<file path="src/hw/epph_pkg.sv">
// Constants, modes and states for the parallel port enhanced-mode sequencer.
// Assumes a single 100 MHz core clock; users write epph_pkg::name.
package epph_pkg;
   localparam int CLK_PERIOD_NS = 10;
   localparam int WAIT_SETTLE_NS = 50;
   localparam int WAIT_SETTLE_CYC =
      (WAIT_SETTLE_NS + CLK_PERIOD_NS - 1) / CLK_PERIOD_NS;
   localparam int TIMEOUT_US = 10000;
   localparam int TIMEOUT_CYC = TIMEOUT_US * 1000 / CLK_PERIOD_NS;
   localparam int PEER_SETTLE_NS = 80;
   localparam int PEER_SETTLE_CYC =
      (PEER_SETTLE_NS + CLK_PERIOD_NS - 1) / CLK_PERIOD_NS;

   typedef enum logic [1:0] {
      EPPH_MODE_EPP17 = 2'b00,
      EPPH_MODE_EPP19 = 2'b01,
      EPPH_MODE_FIFO = 2'b10,
      EPPH_MODE_ECP = 2'b11
   } epph_mode_t;

   typedef enum logic [3:0] {
      EPPH_IDLE = 4'h0,
      EPPH_W_NWR = 4'h1,
      EPPH_W_STB = 4'h2,
      EPPH_R_WAIT = 4'h3,
      EPPH_R_FLOAT = 4'h4,
      EPPH_R_DIR = 4'h5,
      EPPH_R_STB = 4'h6,
      EPPH_END = 4'h7,
      EPPH_HOLD = 4'h8
   } epph_epp_t;

   typedef enum logic [2:0] {
      EPPH_FWD_IDLE = 3'h0,
      EPPH_FWD_STB = 3'h1,
      EPPH_FWD_REL = 3'h2,
      EPPH_REV_IDLE = 3'h3,
      EPPH_REV_ACK = 3'h4,
      EPPH_REV_DONE = 3'h5
   } epph_ecp_t;
endpackage : epph_pkg

</file>
<file path="src/hw/epph_filt.sv">
// Three-flop synchroniser with stability filter for one cable input.
// Assumes the input is asynchronous to core_clk.
`timescale 1ns/10ps
module epph_filt #(
   parameter int SETTLE_CYC = 5,
   parameter bit RESET_VAL = 1'b1
) (
   input wire logic core_clk,
   input wire logic rst_n,
   input wire logic pin_in,
   output logic level_out
);
   localparam int CW = $clog2(SETTLE_CYC + 1);
   logic s1_r;
   logic s2_r;
   logic s3_r;
   logic [CW-1:0] cnt_r;

   initial begin
      if (SETTLE_CYC < 1) begin
         $error("SETTLE_CYC must be at least 1");
      end
   end

   always_ff @(posedge core_clk or negedge rst_n) begin
      if (!rst_n) begin
         s1_r <= RESET_VAL;
         s2_r <= RESET_VAL;
         s3_r <= RESET_VAL;
      end else begin
         s1_r <= pin_in;
         s2_r <= s1_r;
         s3_r <= s2_r;
      end
   end

   // Accept a new level once it has held steady for the settle time
   always_ff @(posedge core_clk or negedge rst_n) begin
      if (!rst_n) begin
         cnt_r <= '0;
         level_out <= RESET_VAL;
      end else if (s2_r != s3_r || s3_r == level_out) begin
         cnt_r <= '0;
      end else if (cnt_r == CW'(SETTLE_CYC - 1)) begin
         cnt_r <= '0;
         level_out <= s3_r;
      end else begin
         cnt_r <= cnt_r + 1'b1;
      end
   end
endmodule : epph_filt

</file>
<file path="src/hw/epph_isa_sync.sv">
// Synchronises the ISA read and write strobes and flags while each is active.
// Assumes strobes are active low and asynchronous to core_clk.
`timescale 1ns/10ps
module epph_isa_sync (
   input wire logic core_clk,
   input wire logic rst_n,
   input wire logic ior_n,
   input wire logic iow_n,
   output logic rd_act,
   output logic wr_act
);
   logic [2:0] r_sh_r;
   logic [2:0] w_sh_r;

   always_ff @(posedge core_clk or negedge rst_n) begin
      if (!rst_n) begin
         r_sh_r <= 3'h7;
         w_sh_r <= 3'h7;
         rd_act <= 1'b0;
         wr_act <= 1'b0;
      end else begin
         r_sh_r <= {r_sh_r[1:0], ior_n};
         w_sh_r <= {w_sh_r[1:0], iow_n};
         if (r_sh_r[1] == r_sh_r[2]) begin
            rd_act <= ~r_sh_r[2];
         end
         if (w_sh_r[1] == w_sh_r[2]) begin
            wr_act <= ~w_sh_r[2];
         end
      end
   end
endmodule : epph_isa_sync

</file>
<file path="src/hw/epph_top.sv">
// Enhanced-mode parallel port sequencer: EPP 1.7/1.9, FIFO and ECP.
// Assumes address decode elsewhere raises epp_sel with the ISA strobe and
// that the mode input is held steady while a transfer is under way.
`timescale 1ns/10ps
module epph_top #(
   parameter int TIMEOUT_CYC = epph_pkg::TIMEOUT_CYC
) (
   input wire logic core_clk,
   input wire logic rst_n,
   input wire logic [1:0] mode,
   input wire logic epp_sel,
   input wire logic ior_n,
   input wire logic iow_n,
   output logic iochrdy,
   input wire logic [7:0] system_data_bus,
   output logic [7:0] rd_data,
   output logic rd_valid,
   output logic timeout,
   input wire logic port_direction_bit,
   input wire logic wait_n,
   input wire logic busy,
   input wire logic ack_n,
   input wire logic fault_n,
   input wire logic [7:0] port_data_in,
   output logic [7:0] port_data_lines,
   output logic port_data_oe,
   output logic write_n,
   output logic strobe_n,
   output logic autofd_n,
   output logic ext_dir,
   input wire logic fwd_valid,
   input wire logic [7:0] fwd_data,
   output logic fwd_ready,
   output logic [7:0] rev_data,
   output logic rev_valid,
   input wire logic rev_ready,
   input wire logic rev_req,
   output logic periph_req
);
   localparam int TW = $clog2(TIMEOUT_CYC + 1);
   localparam int SW = $clog2(epph_pkg::PEER_SETTLE_CYC + 1);

   logic rd_act;
   logic wr_act;
   logic wait_s;
   logic busy_s;
   logic ack_s;
   logic fault_s;
   logic [7:0] pdin_r1;
   logic [7:0] pdin_r2;
   logic [7:0] pdin_r3;
   epph_pkg::epph_epp_t epp_r;
   epph_pkg::epph_ecp_t ecp_r;
   logic [TW-1:0] tmo_r;
   logic [SW-1:0] gap_r;
   logic epp_strobe;
   logic ecp_strobe;
   logic is_epp;

   initial begin
      if (TIMEOUT_CYC < 2) begin
         $error("TIMEOUT_CYC must be at least 2");
      end
   end

   epph_isa_sync u_isa (
      .core_clk(core_clk),
      .rst_n(rst_n),
      .ior_n(ior_n),
      .iow_n(iow_n),
      .rd_act(rd_act),
      .wr_act(wr_act)
   );

   epph_filt #(.SETTLE_CYC(epph_pkg::WAIT_SETTLE_CYC), .RESET_VAL(1'b1))
   u_wait (
      .core_clk(core_clk),
      .rst_n(rst_n),
      .pin_in(wait_n),
      .level_out(wait_s)
   );

   epph_filt #(.SETTLE_CYC(epph_pkg::PEER_SETTLE_CYC), .RESET_VAL(1'b0))
   u_busy (
      .core_clk(core_clk),
      .rst_n(rst_n),
      .pin_in(busy),
      .level_out(busy_s)
   );

   epph_filt #(.SETTLE_CYC(epph_pkg::PEER_SETTLE_CYC), .RESET_VAL(1'b1))
   u_ack (
      .core_clk(core_clk),
      .rst_n(rst_n),
      .pin_in(ack_n),
      .level_out(ack_s)
   );

   epph_filt #(.SETTLE_CYC(epph_pkg::WAIT_SETTLE_CYC), .RESET_VAL(1'b1))
   u_fault (
      .core_clk(core_clk),
      .rst_n(rst_n),
      .pin_in(fault_n),
      .level_out(fault_s)
   );

   // Data bus samples; pdin_r1 feeds only pdin_r2
   always_ff @(posedge core_clk or negedge rst_n) begin
      if (!rst_n) begin
         pdin_r1 <= 8'h00;
         pdin_r2 <= 8'h00;
         pdin_r3 <= 8'h00;
      end else begin
         pdin_r1 <= port_data_in;
         pdin_r2 <= pdin_r1;
         pdin_r3 <= pdin_r2;
      end
   end

   assign is_epp = (mode == epph_pkg::EPPH_MODE_EPP17) ||
                   (mode == epph_pkg::EPPH_MODE_EPP19);

   // EPP cycle sequencing
   always_ff @(posedge core_clk or negedge rst_n) begin
      if (!rst_n) begin
         epp_r <= epph_pkg::EPPH_IDLE;
      end else if (epp_r != epph_pkg::EPPH_IDLE &&
                   epp_r != epph_pkg::EPPH_HOLD &&
                   tmo_r == TW'(TIMEOUT_CYC - 1)) begin
         epp_r <= epph_pkg::EPPH_HOLD;
      end else begin
         unique case (epp_r)
            epph_pkg::EPPH_IDLE: begin
               if (is_epp && epp_sel && wr_act && !port_direction_bit) begin
                  epp_r <= epph_pkg::EPPH_W_NWR;
               end else if (is_epp && epp_sel && rd_act) begin
                  if (mode == epph_pkg::EPPH_MODE_EPP17) begin
                     epp_r <= epph_pkg::EPPH_R_STB;
                  end else begin
                     epp_r <= epph_pkg::EPPH_R_WAIT;
                  end
               end
            end
            epph_pkg::EPPH_W_NWR: epp_r <= epph_pkg::EPPH_W_STB;
            epph_pkg::EPPH_W_STB: begin
               if (mode == epph_pkg::EPPH_MODE_EPP17 && !wr_act) begin
                  epp_r <= epph_pkg::EPPH_HOLD;
               end else if (!wait_s) begin
                  epp_r <= epph_pkg::EPPH_END;
               end
            end
            epph_pkg::EPPH_R_WAIT: begin
               if (!wait_s) begin
                  epp_r <= epph_pkg::EPPH_R_FLOAT;
               end
            end
            epph_pkg::EPPH_R_FLOAT: epp_r <= epph_pkg::EPPH_R_DIR;
            epph_pkg::EPPH_R_DIR: epp_r <= epph_pkg::EPPH_R_STB;
            epph_pkg::EPPH_R_STB: begin
               if (mode == epph_pkg::EPPH_MODE_EPP17 && !rd_act) begin
                  epp_r <= epph_pkg::EPPH_HOLD;
               end else if (mode == epph_pkg::EPPH_MODE_EPP17 && !wait_s) begin
                  epp_r <= epph_pkg::EPPH_END;
               end else if (mode == epph_pkg::EPPH_MODE_EPP19 && wait_s) begin
                  epp_r <= epph_pkg::EPPH_END;
               end
            end
            // Release the host at once; HOLD waits for its strobe to end
            epph_pkg::EPPH_END: epp_r <= epph_pkg::EPPH_HOLD;
            epph_pkg::EPPH_HOLD: begin
               if (!rd_act && !wr_act) begin
                  epp_r <= epph_pkg::EPPH_IDLE;
               end
            end
            default: epp_r <= epph_pkg::EPPH_IDLE;
         endcase
      end
   end

   // Timeout counter runs while the peripheral is owed a handshake
   always_ff @(posedge core_clk or negedge rst_n) begin
      if (!rst_n) begin
         tmo_r <= '0;
         timeout <= 1'b0;
      end else begin
         timeout <= 1'b0;
         if (epp_r == epph_pkg::EPPH_IDLE || epp_r == epph_pkg::EPPH_HOLD) begin
            tmo_r <= '0;
         end else if (tmo_r == TW'(TIMEOUT_CYC - 1)) begin
            tmo_r <= '0;
            timeout <= 1'b1;
         end else begin
            tmo_r <= tmo_r + 1'b1;
         end
      end
   end

   // Captured read byte
   always_ff @(posedge core_clk or negedge rst_n) begin
      if (!rst_n) begin
         rd_data <= 8'h00;
         rd_valid <= 1'b0;
      end else begin
         rd_valid <= 1'b0;
         if (epp_r == epph_pkg::EPPH_R_STB && epp_r != epph_pkg::EPPH_HOLD &&
             ((mode == epph_pkg::EPPH_MODE_EPP19 && wait_s) ||
              (mode == epph_pkg::EPPH_MODE_EPP17 && !wait_s))) begin
            rd_data <= pdin_r3;
            rd_valid <= 1'b1;
         end
      end
   end

   // ECP and FIFO handshake sequencing
   always_ff @(posedge core_clk or negedge rst_n) begin
      if (!rst_n) begin
         ecp_r <= epph_pkg::EPPH_FWD_IDLE;
         gap_r <= '0;
      end else begin
         if (gap_r != '0) begin
            gap_r <= gap_r - 1'b1;
         end
         unique case (ecp_r)
            epph_pkg::EPPH_FWD_IDLE: begin
               if (mode == epph_pkg::EPPH_MODE_ECP && rev_req) begin
                  ecp_r <= epph_pkg::EPPH_REV_IDLE;
               end else if (!is_epp && fwd_valid && !busy_s &&
                            gap_r == '0) begin
                  ecp_r <= epph_pkg::EPPH_FWD_STB;
               end
            end
            epph_pkg::EPPH_FWD_STB: begin
               if (busy_s) begin
                  ecp_r <= epph_pkg::EPPH_FWD_REL;
               end
            end
            epph_pkg::EPPH_FWD_REL: begin
               if (!busy_s) begin
                  ecp_r <= epph_pkg::EPPH_FWD_IDLE;
                  gap_r <= SW'(epph_pkg::PEER_SETTLE_CYC);
               end
            end
            epph_pkg::EPPH_REV_IDLE: begin
               if (mode != epph_pkg::EPPH_MODE_ECP || !rev_req) begin
                  ecp_r <= epph_pkg::EPPH_FWD_IDLE;
               end else if (!ack_s) begin
                  ecp_r <= epph_pkg::EPPH_REV_ACK;
               end
            end
            epph_pkg::EPPH_REV_ACK: begin
               if (ack_s) begin
                  ecp_r <= epph_pkg::EPPH_REV_DONE;
               end
            end
            epph_pkg::EPPH_REV_DONE: begin
               if (rev_ready) begin
                  ecp_r <= epph_pkg::EPPH_REV_IDLE;
               end
            end
            default: ecp_r <= epph_pkg::EPPH_FWD_IDLE;
         endcase
      end
   end

   // Reverse byte captured once, when nAck is first seen low in EPPH_REV_IDLE
   always_ff @(posedge core_clk or negedge rst_n) begin
      if (!rst_n) begin
         rev_data <= 8'h00;
      end else if (ecp_r == epph_pkg::EPPH_REV_IDLE && !ack_s) begin
         rev_data <= pdin_r3;
      end
   end

   assign rev_valid = (ecp_r == epph_pkg::EPPH_REV_DONE);
   assign fwd_ready = (ecp_r == epph_pkg::EPPH_FWD_REL) && !busy_s;
   assign periph_req = !fault_s && (mode == epph_pkg::EPPH_MODE_ECP);

   assign epp_strobe = (epp_r == epph_pkg::EPPH_W_STB) ||
                       (epp_r == epph_pkg::EPPH_R_STB);
   assign ecp_strobe = (ecp_r == epph_pkg::EPPH_FWD_STB);

   // Pin drive registers
   always_ff @(posedge core_clk or negedge rst_n) begin
      if (!rst_n) begin
         write_n <= 1'b1;
         strobe_n <= 1'b1;
         autofd_n <= 1'b1;
         ext_dir <= 1'b0;
         port_data_oe <= 1'b1;
         port_data_lines <= 8'h00;
         iochrdy <= 1'b1;
      end else begin
         write_n <= !(epp_r == epph_pkg::EPPH_W_NWR ||
                      epp_r == epph_pkg::EPPH_W_STB);
         strobe_n <= !(epp_strobe || ecp_strobe);
         // Low only while waiting for a reverse byte; high once it is seen
         autofd_n <= (ecp_r != epph_pkg::EPPH_REV_IDLE);
         ext_dir <= (epp_r == epph_pkg::EPPH_R_DIR) ||
                    (epp_r == epph_pkg::EPPH_R_STB &&
                     mode == epph_pkg::EPPH_MODE_EPP19) ||
                    ecp_r == epph_pkg::EPPH_REV_IDLE ||
                    ecp_r == epph_pkg::EPPH_REV_ACK ||
                    ecp_r == epph_pkg::EPPH_REV_DONE;
         port_data_oe <= !(epp_r == epph_pkg::EPPH_R_FLOAT ||
                           epp_r == epph_pkg::EPPH_R_DIR ||
                           epp_r == epph_pkg::EPPH_R_STB ||
                           ecp_r == epph_pkg::EPPH_REV_IDLE ||
                           ecp_r == epph_pkg::EPPH_REV_ACK ||
                           ecp_r == epph_pkg::EPPH_REV_DONE);
         if (epp_r == epph_pkg::EPPH_IDLE && wr_act) begin
            port_data_lines <= system_data_bus;
         end else if (ecp_r == epph_pkg::EPPH_FWD_IDLE && fwd_valid) begin
            port_data_lines <= fwd_data;
         end
         iochrdy <= !(epp_r != epph_pkg::EPPH_IDLE &&
                      epp_r != epph_pkg::EPPH_HOLD);
      end
   end
endmodule : epph_top

</file>
<file path="config.mk">
export PLATFORM = sky130hd
export DESIGN_NAME = epph_top
export DESIGN_NICKNAME = d
export VERILOG_FILES = /design/src/hw/epph_pkg.sv /design/src/hw/epph_filt.sv /design/src/hw/epph_isa_sync.sv /design/src/hw/epph_top.sv
export SDC_FILE = /design/constraint.sdc
export NUM_CORES = 1
export LEC_CHECK = 0
export BUFFER_PORTS_ARGS = -buffer_cell sky130_fd_sc_hd__buf_2
export CAP_MARGIN = 5
export CORE_MARGIN = 4
export CORE_UTILIZATION = 34
export CTS_CLUSTER_SIZE = 12
export DETAILED_ROUTE_END_ITERATION = 8
export PLACE_DENSITY = 0.59
export SLEW_MARGIN = 5
export SYNTH_ARGS = -nofsm -noshare
export SYNTH_HDL_FRONTEND = slang
export SYNTH_SLANG_ARGS = --single-unit
</file>
<file path="constraint.sdc">
create_clock -name core_clk -period 1.75 [get_ports core_clk]
set_input_delay 0.35 -clock core_clk [delete_from_list [all_inputs] [get_ports core_clk]]
set_output_delay 0.35 -clock core_clk [all_outputs]
set_load 0.05 [all_outputs]
</file>
After elaboration in Yosys (flattened, before gate mapping):

Cells that the tools add are included.
Widths: inputs -> output; s select.

* input port bits: 39
* output and inout port bits: 35
* logic and storage cells: 206
* register bits: 125

* add/sub/neg operators: 6
* eq/ne operators: 44
* bitwise operators: 6
* multiplexer cells: 39
* reductions and logical operators: 69

Operators with widths (number)
* $mux 4: 17
* $mux 20: 2
* $mux 3: 13
* $pmux 4 s9: 1
* $eq 4x3->1 const B: 6
* $logic_and 1x1->1: 23
* $add 20x1->20 const B: 1
* $eq 20x20->1 const B: 1
* $logic_or 1x1->1: 20
* $pmux 3 s6: 1
* $mux 8: 2
* $logic_not 1->1: 13
* $eq 3x3->1 const B: 4
* $ne 3x3->1 const B: 4
* $ne 4x4->1 const B: 3
* $add 4x1->4 const B: 2
* $eq 4x2->1 const B: 2
* $logic_not 4->1: 2
* $reduce_and 2->1: 4
* $reduce_bool 4->1: 2
* $add 3x1->3 const B: 2
* $eq 1x1->1: 6
* $eq 3x2->1 const B: 2
* $ne 2x1->1 const B: 3
* 17 further kinds: 28

Logic depth before layout (Yosys ltp):

* word-level depth: 9
* gate-level depth with buffers: 6
* mapped depth without buffers: 6

Hierarchy:

Synthesis repeated with hierarchy kept, for this count alone.

* cells, all modules: 421
* area, all modules: 5138.7 um^2

Modules (own cells, without submodules)
* epph_top: cells each 315, area each 3672.3 um^2, instances 1
* epph_filt (u_fault ...): cells each 22, area each 299.0 um^2, instances 2
* epph_filt (u_ack): cells each 24, area each 314.1 um^2, instances 1
* epph_filt (u_busy): cells each 24, area each 309.0 um^2, instances 1
* epph_isa_sync: cells each 14, area each 245.2 um^2, instances 1

Worst setup path before layout:

Ideal clock, no wire load.

* kind: register to output
* start point: register ecp_r[0]
* end point: output port fwd_ready
* cell stages (with the launch flop): 5
* slack: -0.100 ns
* required time: 1.400 ns
* path buffers: 1
* data arrival time: 1.500 ns
* cells stage by stage: dfrtp_1 clkbuf_1 nor2_1 nand2_1 nor2_1

* cells in the longest elaborated chain, start to end: 2

Ends and longest elaborated chain
* start, declared: RTL line epph_top.sv:53 `epph_pkg::epph_ecp_t ecp_r;`
* start signal, assigned: RTL line epph_top.sv:217 `ecp_r <= epph_pkg::EPPH_FWD_IDLE;`
* start signal, assigned: RTL line epph_top.sv:226 `ecp_r <= epph_pkg::EPPH_REV_IDLE;`
* start signal, assigned: RTL line epph_top.sv:229 `ecp_r <= epph_pkg::EPPH_FWD_STB;`
* $eq 3x2->1: RTL line epph_top.sv:275 `assign fwd_ready = (ecp_r == epph_pkg::EPPH_FWD_REL) && !busy_s;`
* $logic_and 1x1->1: RTL line epph_top.sv:275
* end, declared: RTL line epph_top.sv:33 `output logic fwd_ready,`

Every way passes these cells.

Worst setup path in the final report:

* start point: register ecp_r[2]
* end point: output port rev_valid

* cells in the longest elaborated chain, start to end: 1

Ends and longest elaborated chain
* $eq 3x3->1: RTL line epph_top.sv:274 `assign rev_valid = (ecp_r == epph_pkg::EPPH_REV_DONE);`
* end, declared: RTL line epph_top.sv:35 `output logic rev_valid,`

Every way passes these cells.

==> flow_summary.toml <==
[global_route]
antenna_found_initial = 0
grt_pass1_wl_mm = 17.0
grt_use_total = 0.128
grt_max_degree = 94
grt_pass1_vias = 3591
grt-ovfl-total = 0

[sta]
setup_viol = 0
period_needed_ps = 1720
timing.final.crit_share = 0.983
finClkSkew_ps = 10.7
final_max_slew_viol_count = 0
tightest_slew_ps = 492
layout_setup_ws_ps = 30.4
rsz0062_at_grt = "yes"
relSlewSlack = 0.672
fmax_mhz = 582
hold_violations = 0

[synth]
synthArstFlopShare = 1.00
synth_area_leaders = "dfrtp_1 50%, dfstp_2 12%, nor2_1 4.8%"
syn_nets = 486
synth_top_area_cell = "dfrtp_1"
yosysSeqAreaShare = 0.623
synth_edf_count = 0
ys_ff_latch = 125
syn_avg_cell_area_um2 = 11.5
yosys.area.top_type_share = 0.504
netlist_area_um2 = 5070
postSynthCellCount = 439
synth_ff_type = "dfrtp_1"
synth_cell_type_count = 48
synth_warnings = 0

[routing]
wl_per_cell_um = 13.7
first_pass_iters = 4
wl_mm = 10.2
drtAntennaViolNets = 0
drtIter0Drc = 244
vias = 3614
avgViaCountPerCell = 4.87
drcViolationCount = 0

[final_layout]
final_cell_mix = "99 x dfrtp_1, 70 x buf_2, 62 x nor2_1"
post-route-util = 0.446
final_cell_area_um2 = 6510
nFillCells = 1346
final_common_cell = "dfrtp_1"
regArea_um2 = 3160
drive_gt1_frac = 0.333
fin_nets = 592
antenna_cells = 0
area_delta_synth_final_pct = 28.4
multi_input_area_um2 = 1830

[worst_setup_path]
slowest_delay_ps = 380
cp_cell_sequence = "buf_6, inv_2, nor2_4, and2_4, buf_6"
required_ps = 1400
r2r-start = "ecp_r[0]$_DFFE_PN0P_"
crit_slowest_cell = "dfrtp_1"
critPathKind = "reg -> out"
path_buf_inv = 3
rr_worst_depth = 6
start_kind = "flip-flop"
r2r_setup_slack_ps = 100
reg2reg_to = "ecp_r[0]$_DFFE_PN0P_"
arrival_ps = 1370
cp_common_cell = "buf_6"
critical-path-top-delay-family = "flip-flops"
cp_max_fo = 4
end_kind = "primary output"

[die]
start_util = 0.347
die_x_um = 130
dieArea_um2 = 16900
io_pins = 74
core_area_um2 = 14600
std_cell_rows = 44
die_y_um = 130

[clock_network]
cts_inserted_buffers = 17
clk_pin_slew_ps = 60
clk-insertion-delay-late_ps = 410
cts_sinks = 125
clk_path_buf_depth = 2
cts_tree = "built"
cts.root.buffer_cell = "clkbuf_16"
cts.htree.levels = 4

[power]
powerDensity_nw_per_um2 = 1690
p_leak_uw = 0.00293
ir_drop_mv = 1.07

[placement]
dpl_cell_area_um2 = 5810
hpwl_mm = 6.86
pre_cts_ws_ps = 77.9
portBuffers = 73
gp_congestion = 0.897

[worst_hold_path]
min_from = "iow_n"
hold_depth = 1
whs_endpoint = "u_isa.w_sh_r[0]$_DFF_PN1_"
min_path_type = "in -> reg"

[outcome]
status = "complete, no violations"

[run]
max_cap_violations = 0
-- state kept, by name, summed over array words and instances (netlist names), 3 cells and up --
signal and count:
pdin_r1 8, gap_r 4, pdin_r2 8, u_isa.r_sh_r 3, ecp_r 3, u_wait.cnt_r 3, u_fault.cnt_r 3, u_isa.w_sh_r 3
port_data_lines 8, u_ack.cnt_r 4, tmo_r 20, u_busy.cnt_r 4, epp_r 4, rev_data 8, pdin_r3 8, rd_data 8
-- logic make-up after synthesis --
group           Yosys count  share of synthesized area
compound gates           64                     0.0780
flops                   125                      0.623
fa+ha+maj                 8                     0.0197
mux                      28                     0.0597
buf+inv                  29                     0.0237
xor+xnor                 21                     0.0363
simple gates            164                      0.160
-- where the power goes --
group	switching, uW	internal, uW
sequential	391	3530
clock	1270	2190
combinational	2380	1250
-- cell usage after synthesis (3+ instances only) --
library cell,instances
xor2_1,12
buf_2,8
nor3_1,18
mux2_2,18
ha_1,8
nand2_1,24
nor2_1,65
nor2b_1,8
dfstp_2,23
a21oi_1,28
a211oi_1,4
a31oi_1,4
or3_1,4
o211ai_1,3
mux2i_1,10
and3_1,4
xnor2_1,9
clkbuf_1,5
dfrtp_1,102
nand3_1,13
and2_1,3
inv_1,15
nand4_1,7
o21ai_0,9
nor3b_1,3
-- area by class of cell --
type                            instances  share of cell area
Clock buffer                           21              0.0707
Clock inverter                         11              0.0210
Inverter                               15             0.00865
Multi-Input combinational cell        285               0.281
Sequential cell                       125               0.486
Tap cell                              184              0.0354
Timing Repair Buffer                  101              0.0980
-- worst reg2reg max path: stages (launching register included) --
cell and delay (ps):
dfrtp_2 420, buf_4 170, nand3b_1 180, nor2_1 70, a32oi_1 220, o211ai_1 170
mux2_2 300
-- how the worst max path moves through the flow --
stage	startpoint	to	slack, ps	depth (start not counted)
detailed placement	mode[1]	epp_r[1]$_DFFE_PN0P_	80	6
floorplan	epp_r[0]$_DFFE_PN0P_	rd_data[0]$_DFFE_PN0P_	110	4
CTS	ecp_r[2]$_DFFE_PN0P_	fwd_ready	-30	5
finish	ecp_r[2]$_DFFE_PN0P_	rev_valid	30	5
global route	ecp_r[2]$_DFFE_PN0P_	fwd_ready	-40	5
global placement	gap_r[0]$_DFF_PN0_	ecp_r[0]$_DFFE_PN0P_	100	6
-- stage by stage --
| stage | TNS [ps] | hold slack (ps) | std cells | total power (uW) |
|---|---|---|---|---|
| floorplan | 0 | 54.4 | 439 | 6480 |
| detailed placement | 0 | 335 | 704 | 7490 |
| global placement | 0 | 332 | 704 | 7420 |
| CTS | -31.0 | 11.4 | 740 | 11100 |
| global route | -71.0 | 12.8 | 742 | 11600 |
| finish | 0 | 31.9 | 742 | 11000 |
-- per-layer routing --
| layer | GRT usage | routed length, um |
|---|---|---|
| met5 | 0 | 0 |
| met4 | 0.0520 | 178 |
| met3 | 0.0434 | 640 |
| met2 | 0.201 | 4740 |
| met1 | 0.163 | 4600 |
-- what timing repair did --
| action | CTS | global route |
|---|---|---|
| endpoints found under the hold margin | 38 | 0 |
| buffers inserted | 3 | 2 |
| gates resized for setup | 12 | 9 |
| hold buffers | 1 | 0 |
| setup endpoints to repair | 2 | 8 |
| pin swaps | 1 | 2 |
Power figures use the tool's default switching activity.
